==> src/hw/dsmc_pkg.sv <==
// package of constants shared by the drive end, the controller end and the bench
package dsmc_pkg;
  // ------------------------------------------------------------
  // timing
  // ------------------------------------------------------------
  localparam int unsigned CLOCK_MHZ        = 125;
  localparam int unsigned SPINUP_MS        = 500;   // one-half second
  localparam int unsigned IDLE_OFF_MS      = 2000;  // two seconds
  localparam int unsigned ERASE_HOLD_MS    = 1;     // tunnel erase hold
  localparam int unsigned CYCLES_PER_MS    = CLOCK_MHZ * 1000;
  localparam int unsigned SPINUP_CYCLES    = SPINUP_MS * CYCLES_PER_MS;
  localparam int unsigned IDLE_OFF_CYCLES  = IDLE_OFF_MS * CYCLES_PER_MS;
  localparam int unsigned ERASE_CYCLES     = ERASE_HOLD_MS * CYCLES_PER_MS;
  localparam int unsigned TIMER_W          = 32;
  // ------------------------------------------------------------
  // cable layout
  // ------------------------------------------------------------
  localparam int unsigned UNITS            = 4;
  localparam int unsigned INPUT_LINES      = 10;
  localparam logic [3:0]  JUMPER_DEFAULT   = 4'h1;  // unit zero shorted
  // ------------------------------------------------------------
  // wishbone register map of the controller end
  // ------------------------------------------------------------
  localparam logic [3:0]  REG_CONTROL      = 4'h0;
  localparam logic [3:0]  REG_STATUS       = 4'h4;
  localparam int unsigned CTL_UNIT_LSB     = 0;   // bits 1:0 unit number
  localparam int unsigned CTL_SELECT       = 2;   // select the unit
  localparam int unsigned CTL_MOTOR        = 3;   // motor request
  localparam int unsigned CTL_AUTO_OFF     = 4;   // idle motor shut-off enable
  localparam int unsigned CTL_WRITE        = 5;   // write gate request
  localparam int unsigned CTL_SIDE         = 6;   // side one
  localparam int unsigned STS_READY        = 0;   // spindle at speed
  localparam int unsigned STS_MOTOR        = 1;   // motor line asserted
  localparam int unsigned STS_SELECTED     = 2;   // a unit select asserted
  localparam int unsigned STS_ERASING      = 3;   // erase hold running
  localparam logic [31:0] CONTROL_RESET    = 32'h0000_0010;

  // controller sequencing states
  typedef enum logic [3:0]
  {
    DSMC_IDLE  = 4'h1,
    DSMC_SPIN  = 4'h2,
    DSMC_READY = 4'h4,
    DSMC_ERASE = 4'h8
  } dsmc_state_t;
endpackage : dsmc_pkg
==> src/hw/dsmc_cable_if.sv <==
// interface of the daisy-chained cable between controller and drive
`timescale 1ns/1ps
interface dsmc_cable_if;
  // active-low lines driven by the controller
  logic [3:0] unit_select_line_n;
  logic       motor_on_n;
  logic       write_gate_n;
  logic       side_select_n;
  logic       step_n;
  logic       direction_n;
  logic       write_data_n;
  // open-collector drive outputs, drive enable high pulls line low
  logic       index_oe;
  logic       track0_oe;
  logic       protect_oe;
  logic       read_data_oe;

  modport controller
  (
    output unit_select_line_n, motor_on_n, write_gate_n, side_select_n, step_n, direction_n, write_data_n,
    input  index_oe, track0_oe, protect_oe, read_data_oe
  );
  modport drive
  (
    input  unit_select_line_n, motor_on_n, write_gate_n, side_select_n, step_n, direction_n, write_data_n,
    output index_oe, track0_oe, protect_oe, read_data_oe
  );
endinterface : dsmc_cable_if

==> src/hw/dsmc_controller.sv <==
// controller end: wishbone registers, unit select, motor timing and erase hold
`timescale 1ns/1ps
module dsmc_controller
#(
  parameter int unsigned SPINUP_CYCLES   = dsmc_pkg::SPINUP_CYCLES,
  parameter int unsigned IDLE_OFF_CYCLES = dsmc_pkg::IDLE_OFF_CYCLES,
  parameter int unsigned ERASE_CYCLES    = dsmc_pkg::ERASE_CYCLES
)
(
  // clock and reset
  input  wire logic        clock,
  input  wire logic        rst_n,
  // wishbone slave
  input  wire logic        wb_cyc_i,
  input  wire logic        wb_stb_i,
  input  wire logic        wb_we_i,
  input  wire logic [3:0]  wb_adr_i,
  input  wire logic [3:0]  wb_sel_i,
  input  wire logic [31:0] wb_dat_i,
  output logic [31:0]      wb_dat_o,
  output logic             wb_ack_o,
  // cable side
  dsmc_cable_if.controller cable
);
  // ------------------------------------------------------------
  // register access
  // ------------------------------------------------------------
  logic [31:0] control;
  logic        req;
  logic        ready;
  logic        erasing;
  logic        write_req;
  logic        idle_expired;
  dsmc_pkg::dsmc_state_t state;

  assign req = wb_cyc_i & wb_stb_i & ~wb_ack_o;

  // one wait state answer; unmapped reads return zero, writes dropped
  always_ff @(posedge clock)
  begin
    if (!rst_n)
    begin
      wb_ack_o <= 1'b0;
      wb_dat_o <= 32'h0000_0000;
      control  <= dsmc_pkg::CONTROL_RESET;
    end
    else
    begin
      wb_ack_o <= req;
      if (req && wb_we_i && wb_adr_i == dsmc_pkg::REG_CONTROL && wb_sel_i[0])
        control[7:0] <= {1'b0, wb_dat_i[6:0]};
      else if (idle_expired)
        control[dsmc_pkg::CTL_MOTOR] <= 1'b0;
      if (req && !wb_we_i)
      begin
        unique case (wb_adr_i)
          dsmc_pkg::REG_CONTROL: wb_dat_o <= control;
          dsmc_pkg::REG_STATUS:  wb_dat_o <= {28'h0000000, erasing, ~&cable.unit_select_line_n,
                                              ~cable.motor_on_n, ready};
          default:               wb_dat_o <= 32'h0000_0000;
        endcase
      end
    end
  end

  assign write_req = control[dsmc_pkg::CTL_WRITE];

  // ------------------------------------------------------------
  // motor and erase sequencing
  // ------------------------------------------------------------
  logic [dsmc_pkg::TIMER_W-1:0] timer;
  logic [dsmc_pkg::TIMER_W-1:0] idle;
  logic                         motor;

  assign motor = control[dsmc_pkg::CTL_MOTOR];

  // write gate only opens once spun up; erase hold follows a write ended by clearing the write request
  always_ff @(posedge clock)
  begin
    if (!rst_n)
    begin
      state <= dsmc_pkg::DSMC_IDLE;
      timer <= '0;
    end
    else
    begin
      unique case (state)
        dsmc_pkg::DSMC_IDLE:
        begin
          timer <= '0;
          if (motor)
            state <= dsmc_pkg::DSMC_SPIN;
        end
        dsmc_pkg::DSMC_SPIN:
        begin
          timer <= timer + 1'b1;
          if (!motor)
            state <= dsmc_pkg::DSMC_IDLE;
          else if (timer >= SPINUP_CYCLES[dsmc_pkg::TIMER_W-1:0] - 1'b1)
            state <= dsmc_pkg::DSMC_READY;
        end
        dsmc_pkg::DSMC_READY:
        begin
          timer <= '0;
          if (!write_req && !cable.write_gate_n)
            state <= dsmc_pkg::DSMC_ERASE;
          else if (!motor && cable.write_gate_n)
            state <= dsmc_pkg::DSMC_IDLE;
        end
        dsmc_pkg::DSMC_ERASE:
        begin
          timer <= timer + 1'b1;
          if (timer >= ERASE_CYCLES[dsmc_pkg::TIMER_W-1:0] - 1'b1)
            state <= motor ? dsmc_pkg::DSMC_READY : dsmc_pkg::DSMC_IDLE;
        end
        default:
          state <= dsmc_pkg::DSMC_IDLE;
      endcase
    end
  end

  assign ready   = (state == dsmc_pkg::DSMC_READY);
  assign erasing = (state == dsmc_pkg::DSMC_ERASE);

  // idle counter restarts on any bus access or while writing
  always_ff @(posedge clock)
  begin
    if (!rst_n)
      idle <= '0;
    else if (!motor || req || !cable.write_gate_n || erasing)
      idle <= '0;
    else if (!idle_expired)
      idle <= idle + 1'b1;
  end

  assign idle_expired = control[dsmc_pkg::CTL_AUTO_OFF] && motor &&
                        (idle >= IDLE_OFF_CYCLES[dsmc_pkg::TIMER_W-1:0]);

  // ------------------------------------------------------------
  // cable drivers, all active low
  // ------------------------------------------------------------
  logic [1:0] unit_held;
  logic       side_held;

  // unit and side frozen during write and erase hold
  always_ff @(posedge clock)
  begin
    if (!rst_n)
    begin
      unit_held <= 2'h0;
      side_held <= 1'b0;
    end
    else if (cable.write_gate_n && !erasing)
    begin
      unit_held <= control[dsmc_pkg::CTL_UNIT_LSB +: 2];
      side_held <= control[dsmc_pkg::CTL_SIDE];
    end
  end

  // one select line per unit, low selects
  always_ff @(posedge clock)
  begin
    if (!rst_n)
    begin
      cable.unit_select_line_n <= 4'hF;
      cable.motor_on_n         <= 1'b1;
      cable.write_gate_n       <= 1'b1;
      cable.side_select_n      <= 1'b1;
    end
    else
    begin
      for (int i = 0; i < 4; i++)
        cable.unit_select_line_n[i] <= ~((control[dsmc_pkg::CTL_SELECT] || erasing ||
                                         !cable.write_gate_n) && unit_held == i[1:0]);
      cable.motor_on_n    <= ~motor;
      cable.write_gate_n  <= ~(ready && write_req && control[dsmc_pkg::CTL_SELECT]);
      cable.side_select_n <= ~side_held;
    end
  end

  // stepping and data paths are not part of this block, held negated
  assign cable.step_n       = 1'b1;
  assign cable.direction_n  = 1'b1;
  assign cable.write_data_n = 1'b1;
endmodule : dsmc_controller

==> src/flat_wrapper.sv <==
// flat-port wrapper written by rule: the top's interface ports become plain ports
module dsmc_controller_flat 
#(
  parameter int unsigned SPINUP_CYCLES   = dsmc_pkg::SPINUP_CYCLES,
  parameter int unsigned IDLE_OFF_CYCLES = dsmc_pkg::IDLE_OFF_CYCLES,
  parameter int unsigned ERASE_CYCLES    = dsmc_pkg::ERASE_CYCLES
)
  (clock, rst_n, wb_cyc_i, wb_stb_i, wb_we_i, wb_adr_i, wb_sel_i, wb_dat_i, wb_dat_o, wb_ack_o, cable_unit_select_line_n, cable_motor_on_n, cable_write_gate_n, cable_side_select_n, cable_step_n, cable_direction_n, cable_write_data_n, cable_index_oe, cable_track0_oe, cable_protect_oe, cable_read_data_oe);
  dsmc_cable_if cable_i ();
  input  wire logic clock;
  input  wire logic rst_n;
  input  wire logic wb_cyc_i;
  input  wire logic wb_stb_i;
  input  wire logic wb_we_i;
  input  wire logic [3:0] wb_adr_i;
  input  wire logic [3:0] wb_sel_i;
  input  wire logic [31:0] wb_dat_i;
  output logic [31:0] wb_dat_o;
  output logic wb_ack_o;
  output wire logic [$bits(cable_i.unit_select_line_n)-1:0] cable_unit_select_line_n;
  output wire logic [$bits(cable_i.motor_on_n)-1:0] cable_motor_on_n;
  output wire logic [$bits(cable_i.write_gate_n)-1:0] cable_write_gate_n;
  output wire logic [$bits(cable_i.side_select_n)-1:0] cable_side_select_n;
  output wire logic [$bits(cable_i.step_n)-1:0] cable_step_n;
  output wire logic [$bits(cable_i.direction_n)-1:0] cable_direction_n;
  output wire logic [$bits(cable_i.write_data_n)-1:0] cable_write_data_n;
  input wire logic [$bits(cable_i.index_oe)-1:0] cable_index_oe;
  input wire logic [$bits(cable_i.track0_oe)-1:0] cable_track0_oe;
  input wire logic [$bits(cable_i.protect_oe)-1:0] cable_protect_oe;
  input wire logic [$bits(cable_i.read_data_oe)-1:0] cable_read_data_oe;
  assign cable_unit_select_line_n = cable_i.unit_select_line_n;
  assign cable_motor_on_n = cable_i.motor_on_n;
  assign cable_write_gate_n = cable_i.write_gate_n;
  assign cable_side_select_n = cable_i.side_select_n;
  assign cable_step_n = cable_i.step_n;
  assign cable_direction_n = cable_i.direction_n;
  assign cable_write_data_n = cable_i.write_data_n;
  assign cable_i.index_oe = cable_index_oe;
  assign cable_i.track0_oe = cable_track0_oe;
  assign cable_i.protect_oe = cable_protect_oe;
  assign cable_i.read_data_oe = cable_read_data_oe;
  dsmc_controller #(.SPINUP_CYCLES(SPINUP_CYCLES), .IDLE_OFF_CYCLES(IDLE_OFF_CYCLES), .ERASE_CYCLES(ERASE_CYCLES)) u_core (.clock(clock), .rst_n(rst_n), .wb_cyc_i(wb_cyc_i), .wb_stb_i(wb_stb_i), .wb_we_i(wb_we_i), .wb_adr_i(wb_adr_i), .wb_sel_i(wb_sel_i), .wb_dat_i(wb_dat_i), .wb_dat_o(wb_dat_o), .wb_ack_o(wb_ack_o), .cable(cable_i));
endmodule
==> config.mk <==
export PLATFORM = sky130hd
export DESIGN_NAME = dsmc_controller_flat
export DESIGN_NICKNAME = d
export VERILOG_FILES = /design/src/hw/dsmc_pkg.sv /design/src/hw/dsmc_cable_if.sv /design/src/hw/dsmc_controller.sv /design/src/flat_wrapper.sv
export SDC_FILE = /design/constraint.sdc
export NUM_CORES = 1
export LEC_CHECK = 0
export ABC_AREA = 1
export BUFFER_PORTS_ARGS = -buffer_cell sky130_fd_sc_hd__buf_2
export CAP_MARGIN = 40
export CORE_MARGIN = 3
export CORE_UTILIZATION = 57
export DETAILED_ROUTE_END_ITERATION = 6
export HOLD_SLACK_MARGIN = 0.08
export PLACE_DENSITY = 0.81
export SKIP_LAST_GASP = 1
export SLEW_MARGIN = 30
export SYNTH_ARGS = -nofsm -noshare
export SYNTH_HDL_FRONTEND = slang
export SYNTH_SLANG_ARGS = --single-unit
==> constraint.sdc <==
create_clock -name clock -period 2.1 [get_ports clock]
set_input_delay 0.315 -clock clock [delete_from_list [all_inputs] [get_ports clock]]
set_output_delay 0.315 -clock clock [all_outputs]
set_load 0.02 [all_outputs]
After elaboration in Yosys (flattened, before gate mapping)
Cells that the tools add are included.
Storage, ports and cells
  logic and storage cells: 89
  output and inout port bits: 43
  flip-flop bits (word level): 118
Operators by class
  add/sub/neg operators: 2
  reductions and logical operators: 35
  bitwise gates (word level): 12
  mux-type cells: 12
  $lt $le $gt $ge: 3
  eq/ne operators: 12
Operators by type and width (number)
  $add 32x1->32 const B: 2
  $pmux 32 s2: 1
  $ge 32x17->1 const B: 1
  $ge 32x26->1 const B: 1
  $ge 32x28->1 const B: 1
  $mux 4: 6
  $pmux 4 s4: 1
  $logic_and 1x1->1: 15
  $pmux 7 s2: 1
  $not 1->1: 10
  $eq 4x3->1 const B: 2
  $reduce_and 4->1: 2
  $logic_not 1->1: 6
  $ne 3x3->1 const B: 2
  $reduce_or 2->1: 3
  $logic_or 1x1->1: 5
  $eq 2x2->1 const B: 2
  $eq 4x1->1 const B: 1
  $eq 4x2->1 const B: 1
  $eq 4x4->1 const B: 1
  $logic_not 4->1: 1
  $reduce_bool 2->1: 2
  $mux 3: 1
  $and 1x1->1: 2
  other kinds (5): 6

Longest topological paths before layout
Gate-level depths: netlist of the first run.
  depth after elaboration: 6
  mapped depth: 13

Worst setup path before layout of the first run
Ideal clock, no wire load.
  path kind: register to register
  start: register u_core.idle[0] (netlist name)
  end: register u_core.idle[22] (netlist name)
  setup time: 115 ps
  slack: 501 ps
  cell stages (with the launch flop): 11
  period minus slack after synthesis: 1599 ps
  arrival: 1484 ps
  cells stage by stage: dfxtp_1 ha_1 nand3_2 inv_2 nand2_1 nor2_2 nand3_1 nor3_1 nand3_2 nand2_1 nor2_1
On the way
  longest elaborated chain between the ends: 2
RTL lines
  start: declaration: line dsmc_controller.sv:72  | logic [dsmc_pkg::TIMER_W-1:0] idle;
  start signal: assignment: line dsmc_controller.sv:133  | idle <= idle + 1'b1;
  $ge 32x28->1: line dsmc_controller.sv:137  | (idle >= IDLE_OFF_CYCLES[dsmc_pkg::TIMER_W-1:0]);
  $logic_and 1x1->1: line dsmc_controller.sv:136  | assign idle_expired = control[dsmc_pkg::CTL_AUTO_OFF] && motor &&
Several ways; a longest one is shown, not always the timed one.
A chain may end at the register's enable or synchronous reset.

Final worst setup path of the first run
  start: register u_core.idle[1] (netlist name)
  end: register u_core.idle[16] (netlist name)
Same word-level chain as after synthesis.

==> metrics.yaml, run 1 <==
run_status:
  status: "completed"
final_layout:
  diodes: 0
  multiInputGateArea_mm2: 0.00305
  areaGrowthSynthToFinish_pct: 7.06
  drive_above_1_share: 0.110
  layout.nets: 925
  final_core_utilization: 0.631
  stdcell_count: 1007
  seq_area_mm2: 0.00186
  fillers: 859
routing:
  post-route-drc-count: 0
  wl_per_cell_um: 12.0
  ant_nets: 0
  drt_first_pass_iters: 5
  vias: 5181
  drt-initial-drc-count: 359
  routed_wl_um: 12100
  vias_per_cell: 5.14
timing:
  rsz0062_at_grt: "false"
  finalClockSkew_ns: 0.0105
  hold_ws_ns: 0.166
  timing.final.ws_setup_ns: 0.218
  final-hold-violation-count: 0
  fin_crit_sh: 0.896
  worstMarginPinSlew_ns: 0.490
  post-route-min-period_ns: 1.88
  setup_viol: 0
  relSlewSlack: 0.671
  slew_violations: 0
  fmax_mhz: 531
  tns_ns: 0
cts:
  cts_hold_buf: 0
  clock_tree.buffer_depth: 2
  clk-insertion-delay-late_ns: 0.37
  cts_made_buffers: 9
  ctsRootBufferMaster: "clkbuf_8"
  cts_tree: "done"
  post_cts_buffers: 0
  ctsResizeCount: 0
  htree_levels: 3
  clock_sinks: 93
  clk_pin_slew_ns: 0.10
synthesis:
  ys_ff_latch: 93
  ys.flop_type: "dfxtp_1"
  synth_area_mm2: 0.00547
  seq_area_frac_synth: 0.340
  synth_top_area_frac: 0.340
  yosys_warnings: 0
  synth_common_cells: "nand2_1, nor2_1, dfxtp_1"
  postSynthCellCount: 841
  synth.most_common_cell: "nand2_1"
  yosys-top-cells-area: "dfxtp_1, nand2_1, nor2_1"
  ys_types: 41
  synth_top_cell_by_area: "dfxtp_1"
  synth.avg_cell_area_um2: 6.51
  synth_edf_count: 0
  synthArstFlopShare: 0
global_route:
  grt-ovfl-total: 0
  grt_pass1_wl_um: 21200
  grt_use_total: 0.231
  grt_pass1_vias: 4676
  antenna_found_initial: 0
  grt_max_degree: 43
placement:
  pre_cts_slack_ns: 0.182
  portBuffers: 31
  place_congestion: 0.927
  dp_hpwl_um: 9220
  dp_cells: 991
job:
  drv_cap: 0
setup_path:
  slowest_delay_ns: 0.39
  critPathTopFamily: "simple AND/OR/NAND/NOR gates"
  critPathBufInv: 1
  cp-end-kind: "flop"
  cp.arrival_ns: 2.16
  cp_max_fo: 5
  worstPathCellList: "ha_1 > nand3_2 > inv_2 > nand2_1 > nor2_2 > nand3_1 > nor3_1 > nand3_2 > nand2_1 > nor2_1"
  rrSetupSlack_ns: 0.22
  critical_path_class: "reg -> reg"
  required_ns: 2.38
  cp-start-kind: "flop"
  slowest_stage: "dfxtp_1"
die:
  dieHeight_um: 104
  start_util: 0.590
  core_mm2: 0.00928
  die-area_mm2: 0.0108
  die_w_um: 104
  std_cell_rows: 35
  io_pins: 92
worst_hold_path:
  hold_class: "in -> reg"
power_and_ir_drop:
  peakVddDrop_mv: 0.613
  p_per_area_mw_per_mm2: 608
  p_leak_nw: 2.13
-- flip-flops by register name, indices dropped and copies added, names as in the netlist, 2 cells and up --
register / cells
u_core.cable.unit_select_line_n: 4
u_core.control: 7
u_core.idle: 32
u_core.state: 4
u_core.timer: 32
u_core.unit_held: 2
u_core.wb_dat_o: 7
-- where the power goes --
group          total (W)  switching (W)  internal [W]
Combinational   0.000573       0.000412      0.000162
Sequential       0.00180      0.0000155       0.00179
Clock            0.00118       0.000714      0.000471
Total            0.00356        0.00114       0.00242
-- layer usage --
layer	global-route usage	vias up	share of wire
met2	0.369	129	0.46
met4	0.0646	0	0.012
met3	0.0304	11	0.047
met5	0	-	0
li1	-	2739	-
met1	0.328	2302	0.49
-- cells by family (layout without fill, tap and decap cells) --
| family | Yosys count | in the layout | synth area share |
|---|---|---|---|
| other | 2 | 28 | 0.00137 |
| buffers and inverters | 140 | 151 | 0.122 |
| AND/OR/NAND/NOR | 470 | 470 | 0.387 |
| XOR/XNOR | 21 | 21 | 0.0336 |
| adder cells (fa/ha/maj) | 3 | 3 | 0.00686 |
| flip-flops | 93 | 93 | 0.340 |
| AO/OA/AOI/OAI | 112 | 112 | 0.109 |
-- path summary, 6_finish.rpt --
check | start | endpoint | depth (start not counted)
max | u_core.idle[1] | u_core.idle[16] | 10
min | wb_dat_i[4] | u_core.control[4] | 3
max reg2reg | u_core.idle[1] | u_core.idle[16] | 10
min reg2reg | u_core.side_held | u_core.cable.side_select_n | 1
-- layout by cell type (no fill, tap or decap), types with 3 or more instances in the layout --
master	count
buf_4	11
ha_1	3
nor4_1	5
clkbuf_8	9
nor2_2	4
a31oi_1	4
nor2_1	113
nand3b_1	3
inv_8	3
nor3_2	6
inv_2	9
o21ai_0	22
nand3_2	13
buf_2	31
conb_1	28
inv_1	84
xnor2_1	5
nor3_1	25
a21oi_1	71
or2_2	3
nand4_1	18
nand3_1	64
dfxtp_1	93
xor2_1	16
nand2_1	209
-- cell type report --
cell class | count | area share
Inverter | 93 | 0.0596
Clock buffer | 9 | 0.0211
Timing Repair Buffer | 42 | 0.0406
Sequential cell | 93 | 0.318
Clock inverter | 7 | 0.0128
Tap cell | 129 | 0.0275
Multi-Input combinational cell | 634 | 0.521
-- metrics by stage --
stage | total power [W] | cell area (µm²)
2_1_floorplan | 0.00230 | 5570
3_3_place_gp | 0.00240 | 5650
3_5_place_dp | 0.00241 | 5650
4_1_cts | 0.00359 | 5850
5_1_grt | 0.00375 | 5860
6_report | 0.00356 | 5860
-- tightest hold or removal path: stages --
cell and delay, ns:
buf_2 0.07, nand2_1 0.06, nand3_1 0.06
Power figures use the tool's default switching activity.
==> run 2: changes to the inputs <==
--- a/config.mk
+++ b/config.mk
@@ -14,7 +14,7 @@
 export HOLD_SLACK_MARGIN = 0.08
 export PLACE_DENSITY = 0.81
 export SKIP_LAST_GASP = 1
-export SLEW_MARGIN = 30
+export SLEW_MARGIN = 5
 export SYNTH_ARGS = -nofsm -noshare
 export SYNTH_HDL_FRONTEND = slang
 export SYNTH_SLANG_ARGS = --single-unit
==> constraint.sdc (replaced) <==
create_clock -name clock -period 2.1 [get_ports clock]
set_input_delay 0 -clock clock [delete_from_list [all_inputs] [get_ports clock]]
set_output_delay 0 -clock clock [all_outputs]
set_load 0.02 [all_outputs]
==> run 2 against run 1 <==
Sequential cell count did not move. Fmax fell by 5.6%. Wire length increased by 9.3%. Clock-buffer cell count unchanged. Register-to-register slack worse by 0.11 ns. Worst hold slack got worse by 0.055 ns. Global-route usage grew 1.4 points. Non-clock buffer count grew 16. Combinational power increased by 9.1%. Die area did not move. Critical path depth down 2.
==> metrics.yaml, run 2 (synthesized netlist as in run 1, its figures left out) <==
cts:
  htree_levels: 3
  clk_pin_slew_ns: 0.11
  post_cts_buffers: 0
  cts_tree: "done"
  clk-insertion-delay-late_ns: 0.37
  clock_sinks: 93
  ctsRootBufferMaster: "clkbuf_8"
  cts_made_buffers: 9
  clock_tree.buffer_depth: 2
timing:
  worstMarginPinSlew_ns: 0.735
  slew_violations: 0
  fmax_mhz: 502
  final-hold-violation-count: 0
  relSlewSlack: 0.510
  finalClockSkew_ns: 0.0135
  hold_ws_ns: 0.112
  setup_viol: 0
  fin_crit_sh: 0.949
  post-route-min-period_ns: 1.99
setup_path:
  critPathBufInv: 3
  timing.rr.start: "u_core.wb_ack_o"
  crit_end: "u_core.wb_dat_o[0]"
  reg2reg_depth: 8
  required_ns: 2.41
  cp.arrival_ns: 2.30
  cp-end-kind: "flop"
  r2r_end: "u_core.wb_dat_o[0]"
  startpoint: "u_core.wb_ack_o"
  crit_path_frequent_cell: "nor2_1"
  worstPathCellList: "nor2_1 > inv_1 > nor2_1 > inv_2 > nor3_2 > dlygate4sd3_1 > nand2_1 > a31oi_1"
  slowest_delay_ns: 0.63
  critical_path_class: "reg -> reg"
  critPathTopFamily: "buffers and inverters"
  cp_max_fo: 9
  slowest_stage: "dlygate4sd3_1"
  crit_cells: 8
  rrSetupSlack_ns: 0.11
  cp-start-kind: "flop"
final_layout:
  layout.nets: 941
  final_core_utilization: 0.650
  drive_above_1_share: 0.111
  final_cell_mix: "nand2_1, nor2_1, dfxtp_1"
  areaGrowthSynthToFinish_pct: 10.3
  top_regs: "u_core.idle: 32 flops, u_core.timer: 32 flops"
  diodes: 0
  mostFrequentLayoutCell: "nand2_1"
power_and_ir_drop:
  p_per_area_mw_per_mm2: 609
  peakVddDrop_mv: 0.411
  p_leak_nw: 2.21
routing:
  met3_length_um: 712
  drt-met1-wl_um: 6010
  routed_wl_um: 13200
  wl_per_cell_um: 12.9
  ant_nets: 0
  drt_first_pass_iters: 6
  vias_per_cell: 5.27
  wl_met2_um: 6230
  top_layer: "met4"
  drt-initial-drc-count: 380
  vias: 5387
  post-route-drc-count: 0
worst_hold_path:
  hold_class: "in -> reg"
die:
  dieHeight_um: 104
  die-area_mm2: 0.0108
  core_mm2: 0.00928
  die_w_um: 104
  io_pins: 92
  start_util: 0.590
  std_cell_rows: 35
global_route:
  grt_max_degree: 43
  grt_use_total: 0.245
  antenna_found_initial: 0
  grt_pass1_wl_um: 22400
  grt_pass1_vias: 4943
  grt-ovfl-total: 0
job:
  drv_cap: 0
run_status:
  status: "completed"
placement:
  portBuffers: 31
  dp_hpwl_um: 9440
  place_congestion: 0.916
-- run 2: cell count changes in the layout (fill, tap and decap cells not counted) --
cell,delta
clkinvlp_4,-1
nor3_2,+3
dlygate4sd3_1,+17
clkinv_8,+1
buf_4,-1
nor3_1,-3
nand2_4,+1
nand2_8,-1
-- run 2: routing by layer --
| metal | vias up | track usage |
|---|---|---|
| met5 | - | 0 |
| met4 | 0 | 0.0807 |
| met3 | 22 | 0.0385 |
| met2 | 162 | 0.413 |
| met1 | 2433 | 0.322 |
| li1 | 2770 | - |
-- run 2: repair_timing --
item	4_1_cts	5_1_grt
hold buffers	17	0
resized for setup	0	3
setup endpoints to repair	0	6
hold endpoints to repair	22	0
-- run 2: layout make-up --
class                           instances  area, µm²
Clock buffer                            9        124
Inverter                               93        349
Clock inverter                          7       83.8
Fill cell                             870       3250
Sequential cell                        93       1860
Timing Repair Buffer                   58        400
Multi-Input combinational cell        634       3060
Tap cell                              129        161
-- run 2: worst min-delay path by stage --
stage	startpoint	endpoint	slack (ns)	depth (start not counted)
2_1_floorplan	rst_n	u_core.cable.motor_on_n	0.09	1
3_3_place_gp	wb_dat_i[4]	u_core.control[4]	0.22	3
3_5_place_dp	wb_dat_i[4]	u_core.control[4]	0.23	3
4_1_cts	wb_adr_i[1]	u_core.wb_dat_o[4]	0.09	6
5_1_grt	wb_adr_i[1]	u_core.wb_dat_o[6]	0.18	6
6_report	wb_adr_i[1]	u_core.wb_dat_o[4]	0.11	6
-- run 2: through the flow --
step | cells | power [W] | setup slack [ns] | TNS (ns) | instance area (µm²)
after floorplan | 867 | 0.00230 | 0.501 | 0 | 5570
after global routing | 1023 | 0.00383 | -0.00362 | -0.00412 | 6040
after detailed placement | 990 | 0.00244 | 0.231 | 0 | 5650
after CTS | 1023 | 0.00368 | 0.0873 | 0 | 6020
final | 1023 | 0.00368 | 0.107 | 0 | 6040
after global placement | 990 | 0.00243 | 0.269 | 0 | 5650
-- run 2: tightest hold or removal path, stage by stage --
cell     delay, ns
buf_2         0.08
nor2_1        0.05
nand2_1       0.08
nor2_1        0.11
nand2_1       0.08
a21oi_1       0.05
-- run 2: where the power goes --
part	internal [W]	total [W]	switching, W	leakage, nW
Clock	0.000482	0.00125	0.000765	0.105
Combinational	0.000197	0.000625	0.000428	1.36
Sequential	0.00179	0.00180	0.0000166	0.750
